==> config.mk <==
export PLATFORM = sky130hd
export DESIGN_NAME = ldd_core
export DESIGN_NICKNAME = d
export VERILOG_FILES = /design/src/include/ldd_pkg.sv /design/src/rtl/ldd_core.sv
export VERILOG_INCLUDE_DIRS = /design/src /design/src/include
export SDC_FILE = /design/constraint.sdc
export NUM_CORES = 1
export LEC_CHECK = 0
export BUFFER_PORTS_ARGS = -buffer_cell sky130_fd_sc_hd__buf_2
export CORE_MARGIN = 5
export CORE_UTILIZATION = 34
export DETAILED_ROUTE_END_ITERATION = 8
export HOLD_SLACK_MARGIN = 0.08
export SYNTH_ARGS = -nofsm -noshare
export SYNTH_HDL_FRONTEND = slang
export SYNTH_SLANG_ARGS = --single-unit
==> constraint.sdc <==
create_clock -name clk_in -period 1.2 [get_ports clk_in]
set_input_delay 0.12 -clock clk_in [delete_from_list [all_inputs] [get_ports clk_in]]
set_output_delay 0.12 -clock clk_in [all_outputs]
set_load 0.02 [all_outputs]
==> src/include/ldd_map.svh <==
// Register map and field positions for the load detect / diagnostic block.
// Assumes Avalon-MM word addressing of byte-wide registers in the low bits.
`ifndef LDD_MAP_SVH
`define LDD_MAP_SVH

// Word offsets (byte address = 4 * index)
`define LDD_OFF_CTRL1 4'h0
`define LDD_OFF_CTRL2 4'h1
`define LDD_OFF_CTRL3 4'h2
`define LDD_OFF_STAT1 4'h3
`define LDD_OFF_STAT2 4'h4
`define LDD_OFF_STAT3 4'h5
`define LDD_OFF_LIVE 4'h6

// Control byte one fields
`define LDD_C1_ACEN 2
`define LDD_C1_DCEN 1
`define LDD_C1_TEMP_FAULT_FLAG_PIN 4
`define LDD_C1_CLIP2_FAULT_FLAG_PIN 5
`define LDD_C1_CLIP1_FAULT_FLAG_PIN 6
// Control byte two fields
`define LDD_C2_CLIP_LVL 7
`define LDD_C2_NO_SHORT_FAULT_FLAG_PIN 4
`define LDD_C2_NO_OFS_FAULT_FLAG_PIN 1
// Control byte three fields
`define LDD_C3_TEMP_LVL 4

// Channel status byte fields
`define LDD_S_AC 7
`define LDD_S_AMP 5
`define LDD_S_OPEN 4
`define LDD_S_OFS 2
`define LDD_S_SPK 1
`define LDD_S_SHORT 0
// Status byte three fields
`define LDD_S3_SETTLED 4
`define LDD_S3_VALID 3
`define LDD_S3_MAXT 2
`define LDD_S3_LOWVP 1
`define LDD_S3_PREW 0

`define LDD_CTRL_RST 8'h00
`define LDD_AC_CROSS_CNT 3
`define LDD_BUS_WAIT 1

`endif

==> src/include/ldd_pkg.sv <==
// Types for the load detect / diagnostic block.
// Assumes nothing beyond a SystemVerilog compiler.
package ldd_pkg;
	typedef enum logic [1:0] {
		LDD_DC_IDLE = 2'b00,
		LDD_DC_RUN = 2'b01,
		LDD_DC_DONE = 2'b11
	} ldd_dc_state_t;
endpackage

==> src/rtl/ldd_core.sv <==
// Load identification and diagnostic reporting logic, with register slave.
// Assumes Avalon-MM master, comparator inputs synchronous to clk_in.
`timescale 1ns/1ps
`include "ldd_map.svh"

module ldd_core #(
	parameter bit HAS_CLIP_PIN = 1'b1
) (
	input wire logic clk_in,
	input wire logic rst_n_in,
	// Avalon-MM slave
	input wire logic [3:0] avs_address_in,
	input wire logic avs_read_in,
	input wire logic avs_write_in,
	input wire logic [31:0] avs_writedata_in,
	input wire logic [3:0] avs_byteenable_in,
	output logic [31:0] avs_readdata_out,
	output logic avs_waitrequest_out,
	// Analog and sequencing status
	input wire logic startup_start_in,
	input wire logic startup_done_in,
	input wire logic settling_near_done_in,
	input wire logic ripple_ref_half_in,
	input wire logic ripple_cap_charged_in,
	input wire logic supply_dip_in,
	input wire logic [1:0] below_lower_trip_in,
	input wire logic [1:0] above_upper_trip_in,
	input wire logic [1:0] cur_above_hi_in,
	input wire logic [1:0] cur_below_lo_in,
	// Fault conditions, live
	input wire logic por_in,
	input wire logic low_supply_in,
	input wire logic max_temp_in,
	input wire logic [1:0] clip_in,
	input wire logic prewarn_in,
	input wire logic [1:0] short_in,
	input wire logic [1:0] spk_prot_in,
	input wire logic [1:0] offset_in,
	// Control outputs to analog side
	output logic dc_ramp_out,
	output logic clip_level_7pct_out,
	output logic prewarn_122c_out,
	// Open-drain pins
	output logic fault_flag_pin_out,
	output logic fault_flag_pin_oe_out,
	output logic clip_warn_pin_out,
	output logic clip_warn_pin_oe_out
);

	// Refuse parameter values the pin logic cannot serve
	if (HAS_CLIP_PIN !== 1'b0 && HAS_CLIP_PIN !== 1'b1) begin : g_bad_param
		$error("HAS_CLIP_PIN must be 0 or 1");
	end

	logic [7:0] control_byte_one_r;
	logic [7:0] control_byte_two_r;
	logic [7:0] control_byte_three_r;
	logic [1:0] open_r;
	logic [1:0] amp_r;
	logic [1:0] ac_r;
	logic valid_r;
	logic settled_r;
	logic [1:0] lat_ofs_r;
	logic [1:0] lat_spk_r;
	logic [1:0] lat_short_r;
	logic lat_maxt_r;
	logic lat_lowvp_r;
	logic lat_prew_r;
	logic acen_d_r;
	logic ac_run_r;
	logic [1:0] cnt0_r;
	logic [1:0] cnt1_r;
	logic [1:0] hi_d_r;
	ldd_pkg::ldd_dc_state_t dc_state_r;
	logic wait_r;
	logic acc_done;
	logic wr_fire;
	logic rd_fire;
	logic [7:0] stat1;
	logic [7:0] stat2;
	logic [7:0] stat3;
	logic fault_live;
	logic clip_live;

	// One wait cycle, then the access completes
	assign acc_done = (avs_read_in | avs_write_in) & wait_r;
	assign wr_fire = avs_write_in & acc_done & avs_byteenable_in[0];
	assign rd_fire = avs_read_in & acc_done;

	always_ff @(posedge clk_in) begin
		if (!rst_n_in)
			wait_r <= 1'b0;
		else if (acc_done)
			wait_r <= 1'b0;
		else if (avs_read_in | avs_write_in)
			wait_r <= 1'b1;
	end

	// Waitrequest high until the edge before the completing edge
	always_ff @(posedge clk_in) begin
		if (!rst_n_in)
			avs_waitrequest_out <= 1'b1;
		else
			avs_waitrequest_out <= !((avs_read_in | avs_write_in) &
				!wait_r);
	end

	// Control bytes, each written at its own offset
	always_ff @(posedge clk_in) begin
		if (!rst_n_in) begin
			control_byte_one_r <= `LDD_CTRL_RST;
			control_byte_two_r <= `LDD_CTRL_RST;
			control_byte_three_r <= `LDD_CTRL_RST;
		end else if (wr_fire) begin
			case (avs_address_in)
			`LDD_OFF_CTRL1: control_byte_one_r <= avs_writedata_in[7:0];
			`LDD_OFF_CTRL2: control_byte_two_r <= avs_writedata_in[7:0];
			`LDD_OFF_CTRL3: control_byte_three_r <= avs_writedata_in[7:0];
			default: ;
			endcase
		end
	end

	// Status byte images; live terms keep a fault seen at capture
	always_comb begin
		stat1 = 8'h00;
		stat2 = 8'h00;
		stat3 = 8'h00;
		stat1[`LDD_S_AC] = ac_r[0];
		stat1[`LDD_S_AMP] = amp_r[0];
		stat1[`LDD_S_OPEN] = open_r[0];
		stat1[`LDD_S_OFS] = lat_ofs_r[0] | offset_in[0];
		stat1[`LDD_S_SPK] = lat_spk_r[0] | spk_prot_in[0];
		stat1[`LDD_S_SHORT] = lat_short_r[0] | short_in[0];
		stat2[`LDD_S_AC] = ac_r[1];
		stat2[`LDD_S_AMP] = amp_r[1];
		stat2[`LDD_S_OPEN] = open_r[1];
		stat2[`LDD_S_OFS] = lat_ofs_r[1] | offset_in[1];
		stat2[`LDD_S_SPK] = lat_spk_r[1] | spk_prot_in[1];
		stat2[`LDD_S_SHORT] = lat_short_r[1] | short_in[1];
		stat3[`LDD_S3_SETTLED] = settled_r;
		stat3[`LDD_S3_VALID] = valid_r;
		stat3[`LDD_S3_MAXT] = lat_maxt_r | max_temp_in;
		stat3[`LDD_S3_LOWVP] = lat_lowvp_r | low_supply_in;
		stat3[`LDD_S3_PREW] = lat_prew_r | prewarn_in;
	end

	// Read data, captured on the edge before the completing edge
	always_ff @(posedge clk_in) begin
		if (!rst_n_in)
			avs_readdata_out <= 32'h0000_0000;
		else if ((avs_read_in | avs_write_in) & !wait_r) begin
			case (avs_address_in)
			`LDD_OFF_CTRL1: avs_readdata_out <= {24'h000000,
				control_byte_one_r};
			`LDD_OFF_CTRL2: avs_readdata_out <= {24'h000000,
				control_byte_two_r};
			`LDD_OFF_CTRL3: avs_readdata_out <= {24'h000000,
				control_byte_three_r};
			`LDD_OFF_STAT1: avs_readdata_out <= {24'h000000, stat1};
			`LDD_OFF_STAT2: avs_readdata_out <= {24'h000000, stat2};
			`LDD_OFF_STAT3: avs_readdata_out <= {24'h000000, stat3};
			`LDD_OFF_LIVE: avs_readdata_out <= {30'h00000000,
				clip_live, fault_live};
			default: avs_readdata_out <= 32'h0000_0000;
			endcase
		end
	end

	// DC detection sequencer
	always_ff @(posedge clk_in) begin
		if (!rst_n_in)
			dc_state_r <= ldd_pkg::LDD_DC_IDLE;
		else begin
			case (dc_state_r)
			ldd_pkg::LDD_DC_IDLE:
				if (control_byte_one_r[`LDD_C1_DCEN] &&
					startup_start_in)
					dc_state_r <= ldd_pkg::LDD_DC_RUN;
			ldd_pkg::LDD_DC_RUN:
				if (!control_byte_one_r[`LDD_C1_DCEN])
					dc_state_r <= ldd_pkg::LDD_DC_IDLE;
				else if (startup_done_in)
					dc_state_r <= ldd_pkg::LDD_DC_DONE;
			ldd_pkg::LDD_DC_DONE:
				if (startup_start_in)
					dc_state_r <= ldd_pkg::LDD_DC_IDLE;
			default: dc_state_r <= ldd_pkg::LDD_DC_IDLE;
			endcase
		end
	end

	// Ramped offset request while measuring
	always_ff @(posedge clk_in) begin
		if (!rst_n_in)
			dc_ramp_out <= 1'b0;
		else
			dc_ramp_out <= (dc_state_r == ldd_pkg::LDD_DC_RUN) &&
				control_byte_one_r[`LDD_C1_DCEN];
	end

	// Classification and valid bit
	always_ff @(posedge clk_in) begin
		if (!rst_n_in) begin
			open_r <= 2'b00;
			amp_r <= 2'b00;
			valid_r <= 1'b0;
		end else begin
			if (dc_state_r == ldd_pkg::LDD_DC_IDLE &&
				control_byte_one_r[`LDD_C1_DCEN] && startup_start_in)
				valid_r <= !ripple_cap_charged_in;
			else if (dc_state_r == ldd_pkg::LDD_DC_RUN) begin
				if (supply_dip_in)
					valid_r <= 1'b0;
				if (startup_done_in) begin
					// Short reads below lower trip: neither open nor amplifier
					open_r <= above_upper_trip_in;
					amp_r <= ~above_upper_trip_in &
						~below_lower_trip_in;
				end
			end // Otherwise held
		end
	end

	// Settled flag
	always_ff @(posedge clk_in) begin
		if (!rst_n_in)
			settled_r <= 1'b0;
		else
			settled_r <= settling_near_done_in & ripple_ref_half_in;
	end

	// AC enable edge and run qualifier
	always_ff @(posedge clk_in) begin
		if (!rst_n_in) begin
			acen_d_r <= 1'b0;
			ac_run_r <= 1'b0;
			hi_d_r <= 2'b00;
		end else begin
			acen_d_r <= control_byte_one_r[`LDD_C1_ACEN];
			hi_d_r <= cur_above_hi_in;
			if (!control_byte_one_r[`LDD_C1_ACEN])
				ac_run_r <= 1'b0;
			else if (!acen_d_r && startup_done_in &&
				dc_state_r != ldd_pkg::LDD_DC_RUN)
				ac_run_r <= 1'b1;
		end
	end

	// Crossing counters, zero while enable clear
	always_ff @(posedge clk_in) begin
		if (!rst_n_in) begin
			cnt0_r <= 2'b00;
			cnt1_r <= 2'b00;
		end else if (!control_byte_one_r[`LDD_C1_ACEN]) begin
			cnt0_r <= 2'b00;
			cnt1_r <= 2'b00;
		end else if (ac_run_r) begin
			if (cur_above_hi_in[0] && !hi_d_r[0] &&
				cnt0_r != 2'(`LDD_AC_CROSS_CNT))
				cnt0_r <= cnt0_r + 2'h1;
			if (cur_above_hi_in[1] && !hi_d_r[1] &&
				cnt1_r != 2'(`LDD_AC_CROSS_CNT))
				cnt1_r <= cnt1_r + 2'h1;
		end
	end

	// AC load bits
	always_ff @(posedge clk_in) begin
		if (!rst_n_in)
			ac_r <= 2'b00;
		else if (ac_run_r) begin
			if (cnt0_r == 2'(`LDD_AC_CROSS_CNT))
				ac_r[0] <= 1'b1;
			else if (cur_below_lo_in[0])
				ac_r[0] <= 1'b0;
			if (cnt1_r == 2'(`LDD_AC_CROSS_CNT))
				ac_r[1] <= 1'b1;
			else if (cur_below_lo_in[1])
				ac_r[1] <= 1'b0;
		end
	end

	// Latched faults: set wins over read clear
	always_ff @(posedge clk_in) begin
		if (!rst_n_in) begin
			lat_ofs_r <= 2'b00;
			lat_spk_r <= 2'b00;
			lat_short_r <= 2'b00;
			lat_maxt_r <= 1'b0;
			lat_lowvp_r <= 1'b0;
			lat_prew_r <= 1'b0;
		end else begin
			if (rd_fire && avs_address_in == `LDD_OFF_STAT1) begin
				lat_ofs_r[0] <= offset_in[0];
				lat_spk_r[0] <= spk_prot_in[0];
				lat_short_r[0] <= short_in[0];
			end else begin
				lat_ofs_r[0] <= lat_ofs_r[0] | offset_in[0];
				lat_spk_r[0] <= lat_spk_r[0] | spk_prot_in[0];
				lat_short_r[0] <= lat_short_r[0] | short_in[0];
			end
			if (rd_fire && avs_address_in == `LDD_OFF_STAT2) begin
				lat_ofs_r[1] <= offset_in[1];
				lat_spk_r[1] <= spk_prot_in[1];
				lat_short_r[1] <= short_in[1];
			end else begin
				lat_ofs_r[1] <= lat_ofs_r[1] | offset_in[1];
				lat_spk_r[1] <= lat_spk_r[1] | spk_prot_in[1];
				lat_short_r[1] <= lat_short_r[1] | short_in[1];
			end
			if (rd_fire && avs_address_in == `LDD_OFF_STAT3) begin
				lat_maxt_r <= max_temp_in;
				lat_lowvp_r <= low_supply_in;
				lat_prew_r <= prewarn_in;
			end else begin
				lat_maxt_r <= lat_maxt_r | max_temp_in;
				lat_lowvp_r <= lat_lowvp_r | low_supply_in;
				lat_prew_r <= lat_prew_r | prewarn_in;
			end
		end
	end

	// Live pin conditions, no load detection terms
	always_comb begin
		clip_live = |clip_in | prewarn_in;
		fault_live = por_in | low_supply_in | max_temp_in |
			(control_byte_one_r[`LDD_C1_CLIP1_FAULT_FLAG_PIN] & clip_in[0]) |
			(control_byte_one_r[`LDD_C1_CLIP2_FAULT_FLAG_PIN] & clip_in[1]) |
			(control_byte_one_r[`LDD_C1_TEMP_FAULT_FLAG_PIN] & prewarn_in) |
			(!control_byte_two_r[`LDD_C2_NO_SHORT_FAULT_FLAG_PIN] &
			(|short_in | |spk_prot_in)) |
			(!control_byte_two_r[`LDD_C2_NO_OFS_FAULT_FLAG_PIN] & |offset_in);
		if (!HAS_CLIP_PIN)
			fault_live = fault_live | clip_live;
	end

	// Open-drain pins, low only while a condition is live
	always_ff @(posedge clk_in) begin
		if (!rst_n_in) begin
			fault_flag_pin_out <= 1'b0;
			fault_flag_pin_oe_out <= 1'b0;
			clip_warn_pin_out <= 1'b0;
			clip_warn_pin_oe_out <= 1'b0;
		end else begin
			fault_flag_pin_oe_out <= fault_live;
			clip_warn_pin_oe_out <= clip_live & HAS_CLIP_PIN;
		end
	end

	// Level selects to the analog detectors
	always_ff @(posedge clk_in) begin
		if (!rst_n_in) begin
			clip_level_7pct_out <= 1'b0;
			prewarn_122c_out <= 1'b0;
		end else begin
			clip_level_7pct_out <= control_byte_two_r[`LDD_C2_CLIP_LVL];
			prewarn_122c_out <= control_byte_three_r[`LDD_C3_TEMP_LVL];
		end
	end

endmodule

==> flow_metrics.env <==
export IMPL_hold_depth=3
export IMPL_die_area_mm2=0.01107
export IMPL_r2r_end="avs_readdata_out[2]"
export IMPL_drt_iter0_markers=66
export IMPL_vias=2628
export IMPL_synthTopCellsByCount="66 x dfxtp_1, 52 x nor2_1, 31 x mux2i_1"
export IMPL_track_usage_pct=14.36
export IMPL_clk_latency_ns=0.35
export IMPL_drt_antenna_violating_nets=0
export IMPL_p_switching_uw=1204
export IMPL_synth_most_common_cell="dfxtp_1"
export IMPL_rsz0062_at_grt="yes"
export IMPL_cts_sinks=66
export IMPL_seq_power_share_pct=45.3
export IMPL_netlist_instances=321
export IMPL_setup_viol=25
export IMPL_port_buffers=56
export IMPL_crit_type="reg -> reg"
export IMPL_cts_buffers=9
export IMPL_synth_ff_type="dfxtp_1"
export IMPL_slowest_stage="mux4_2"
export IMPL_dp_hpwl_um=6033
export IMPL_grt_pass1_wl_um=12880
export IMPL_cap_violations=0
export IMPL_synth_area_per_cell_um2=9.600
export IMPL_hold_start="startup_done_in"
export IMPL_insertedDiodeCount=0
export IMPL_worstPathCellList="or2_1 -> mux4_2 -> a22oi_2 -> o21ai_1"
export IMPL_cts_tree="done"
export IMPL_min_delay_worst_endpoint="open_r[0]"
export IMPL_ys_seq_area_share_pct=42.87
export IMPL_max_freq_mhz=768.2
export IMPL_grt_max_degree=35
export IMPL_p_comb_share_pct=12.1
export IMPL_whs_ns=0.08604
export IMPL_cp_required_ns=1.44
export IMPL_nNetsFinal=512
export IMPL_cellLeakagePower_uw=0.001915
export IMPL_ys_async_sr_fraction_pct=0
export IMPL_die_h_um=105.2
export IMPL_synth_area_leaders="dfxtp_1 43%, mux2i_1 10%, buf_4 6.8%, nor2_1 6.3%, a21oi_1 2.6%"
export IMPL_min_path_type="in -> reg"
export IMPL_num_rows=34
export IMPL_drive_above_1_share_pct=35.81
export IMPL_grt_pass1_vias=2659
export IMPL_ys_warn_count=0
export IMPL_reg2reg_from="lat_ofs_r[0]"
export IMPL_root_buffer="clkbuf_8"
export IMPL_sw_frac_of_total_pct=24.17
export IMPL_irDropWorstVdd_uv=461.8
export IMPL_period_minus_slack_ns=1.302
export IMPL_ys_ff_latch=66
export IMPL_dr_pass1_iters=4
export IMPL_status="finished with violations"
export IMPL_ios=110
export IMPL_cp_buffers_inverters=0
export IMPL_layout_setup_ws_ns=-0.1018
export IMPL_synth_largest_area_cell="dfxtp_1"
export IMPL_finalHoldViolCount=0
export IMPL_violations="negative setup slack"
export IMPL_netlist_area_mm2=0.003082
export IMPL_synth_cell_types=59
export IMPL_gp_congestion=0.8529
export IMPL_path_clk_slew_ns=0.07
export IMPL_grt_antenna_before_repair=0
export IMPL_htree_levels=3
export IMPL_cts_path_max_buffers=2
export IMPL_intPower_uw=3778
export IMPL_coreArea_mm2=0.008763
export IMPL_drv_slew=0
export IMPL_viasPerCell=4.761
export IMPL_cp_end_kind="register"
export IMPL_grt_overflow=0
export IMPL_total_power_uw=4982
export IMPL_cp_start_kind="register"
export IMPL_wl_per_cell_um=14.28
export IMPL_dieWidth_um=105.2
export IMPL_fin_skew_ns=0.008648
export IMPL_fin_crit_sh_pct=108.5
export IMPL_syn2layout_area_growth_pct=35.73
export IMPL_synth_edf_count=0
export IMPL_synth_top_area_share_pct=42.87
export IMPL_cp_top_family="multiplexers"
export IMPL_arrival_ns=1.54
export IMPL_start_util_pct=35.17
export IMPL_p_per_area_mw_per_mm2=1191
export IMPL_clock_power_share_pct=42.6
export IMPL_rrSetupSlack_ns=-0.10
export IMPL_slowest_delay_ns=0.50
export IMPL_r2r_cells=4
export IMPL_drc=0
export IMPL_postRouteWirelength_um=7881
export IMPL_critPathMaxFanout=2
-- power by group through the flow --
stage | clock network, uW | logic [uW] | registers, uW
after floorplan | 0 | 343 | 2320
after global placement | 0 | 511 | 2300
after detailed placement | 0 | 516 | 2300
after CTS | 2150 | 580 | 2250
after global routing | 2250 | 656 | 2260
final | 2120 | 604 | 2250
-- cells by family (layout without fill, tap and decap cells) --
| group | Yosys count | in the layout | share of synthesized area [%] |
|---|---|---|---|
| mux | 36 | 36 | 12.75 |
| fa+ha+maj | 2 | 2 | 0.8119 |
| simple gates | 118 | 118 | 20.87 |
| buf+inv | 43 | 141 | 10.15 |
| xor+xnor | 2 | 2 | 0.5685 |
| other cells | 1 | 26 | 0.1217 |
| flops | 66 | 66 | 42.87 |
| compound gates | 53 | 53 | 11.86 |
-- what timing repair did --
action	4_1_cts	5_1_grt
pin swaps	7	20
setup buffers	1	3
hold buffers	22	0
setup endpoints to repair	32	36
endpoints found under the hold margin	37	0
gates resized for setup	14	15
-- cell type report --
cell class	count	area [um2]
Clock inverter	4	75.07
Clock buffer	11	151.4
Timing Repair Buffer	122	843.3
Sequential cell	66	1336
Fill cell	850	4581
Tap cell	108	135.1
Multi-Input combinational cell	237	1627
Inverter	4	15.01
-- how the worst max path moves through the flow --
| stage | startpoint | end | slack [ns] | depth (start not counted) |
|---|---|---|---|---|
| 2_1_floorplan | lat_ofs_r[0] | avs_readdata_out[2] | -0.04 | 4 |
| 3_3_place_gp | low_supply_in | avs_readdata_out[0] | -0.17 | 5 |
| 4_1_cts | lat_ofs_r[0] | avs_readdata_out[2] | -0.09 | 4 |
| 5_1_grt | lat_ofs_r[0] | avs_readdata_out[2] | -0.16 | 4 |
| 6_report | lat_ofs_r[0] | avs_readdata_out[2] | -0.10 | 4 |
| 3_5_place_dp | low_supply_in | avs_readdata_out[0] | -0.19 | 5 |
-- tightest hold or removal path, stage by stage --
cell and delay [ns]:
buf_2 0.13, nand3_1 0.08, a21oi_1 0.06
-- layout by cell type (no fill, tap or decap), types with 5 or more instances in the layout --
cell            n
buf_2          56
dfxtp_1        54
nor2_1         52
buf_4          43
mux2i_1        31
conb_1         26
dlygate4sd3_1  22
nand2_1        21
a21oi_1        16
dfxtp_2        12
clkbuf_8       11
nor3_1          5
-- through the flow --
stage | worst slack, ns | utilization (%) | setup TNS (ns) | area [um2] | instances
final | -0.1018 | 47.73 | -0.5151 | 4183 | 552
after global routing | -0.1589 | 47.73 | -2.484 | 4183 | 552
after CTS | -0.09481 | 46.57 | -0.5450 | 4081 | 549
after detailed placement | -0.1893 | 41.16 | -2.471 | 3607 | 511
after global placement | -0.1744 | 41.16 | -1.788 | 3607 | 511
after floorplan | -0.04122 | - | -0.06002 | 3177 | 346
-- flip-flops by register name (all words and copies together) (netlist names), 2 cells and up --
signal                flops
open_r                    2
cnt1_r                    2
lat_ofs_r                 2
control_byte_one_r        8
lat_spk_r                 2
control_byte_two_r        8
amp_r                     2
avs_readdata_out          8
control_byte_three_r      8
lat_short_r               2
ac_r                      2
cnt0_r                    2
hi_d_r                    2
dc_state_r                2
-- metal layers --
layer | wire length (um) | GRT usage [%] | vias up
met1 | 3562 | 17.89 | 1222
met4 | 156 | 5.662 | 0
li1 | - | - | 1320
met2 | 3725 | 23.50 | 72
met5 | 0 | 0 | -
met3 | 436 | 3.884 | 14
Note: power is estimated with default switching activity, not from simulation.
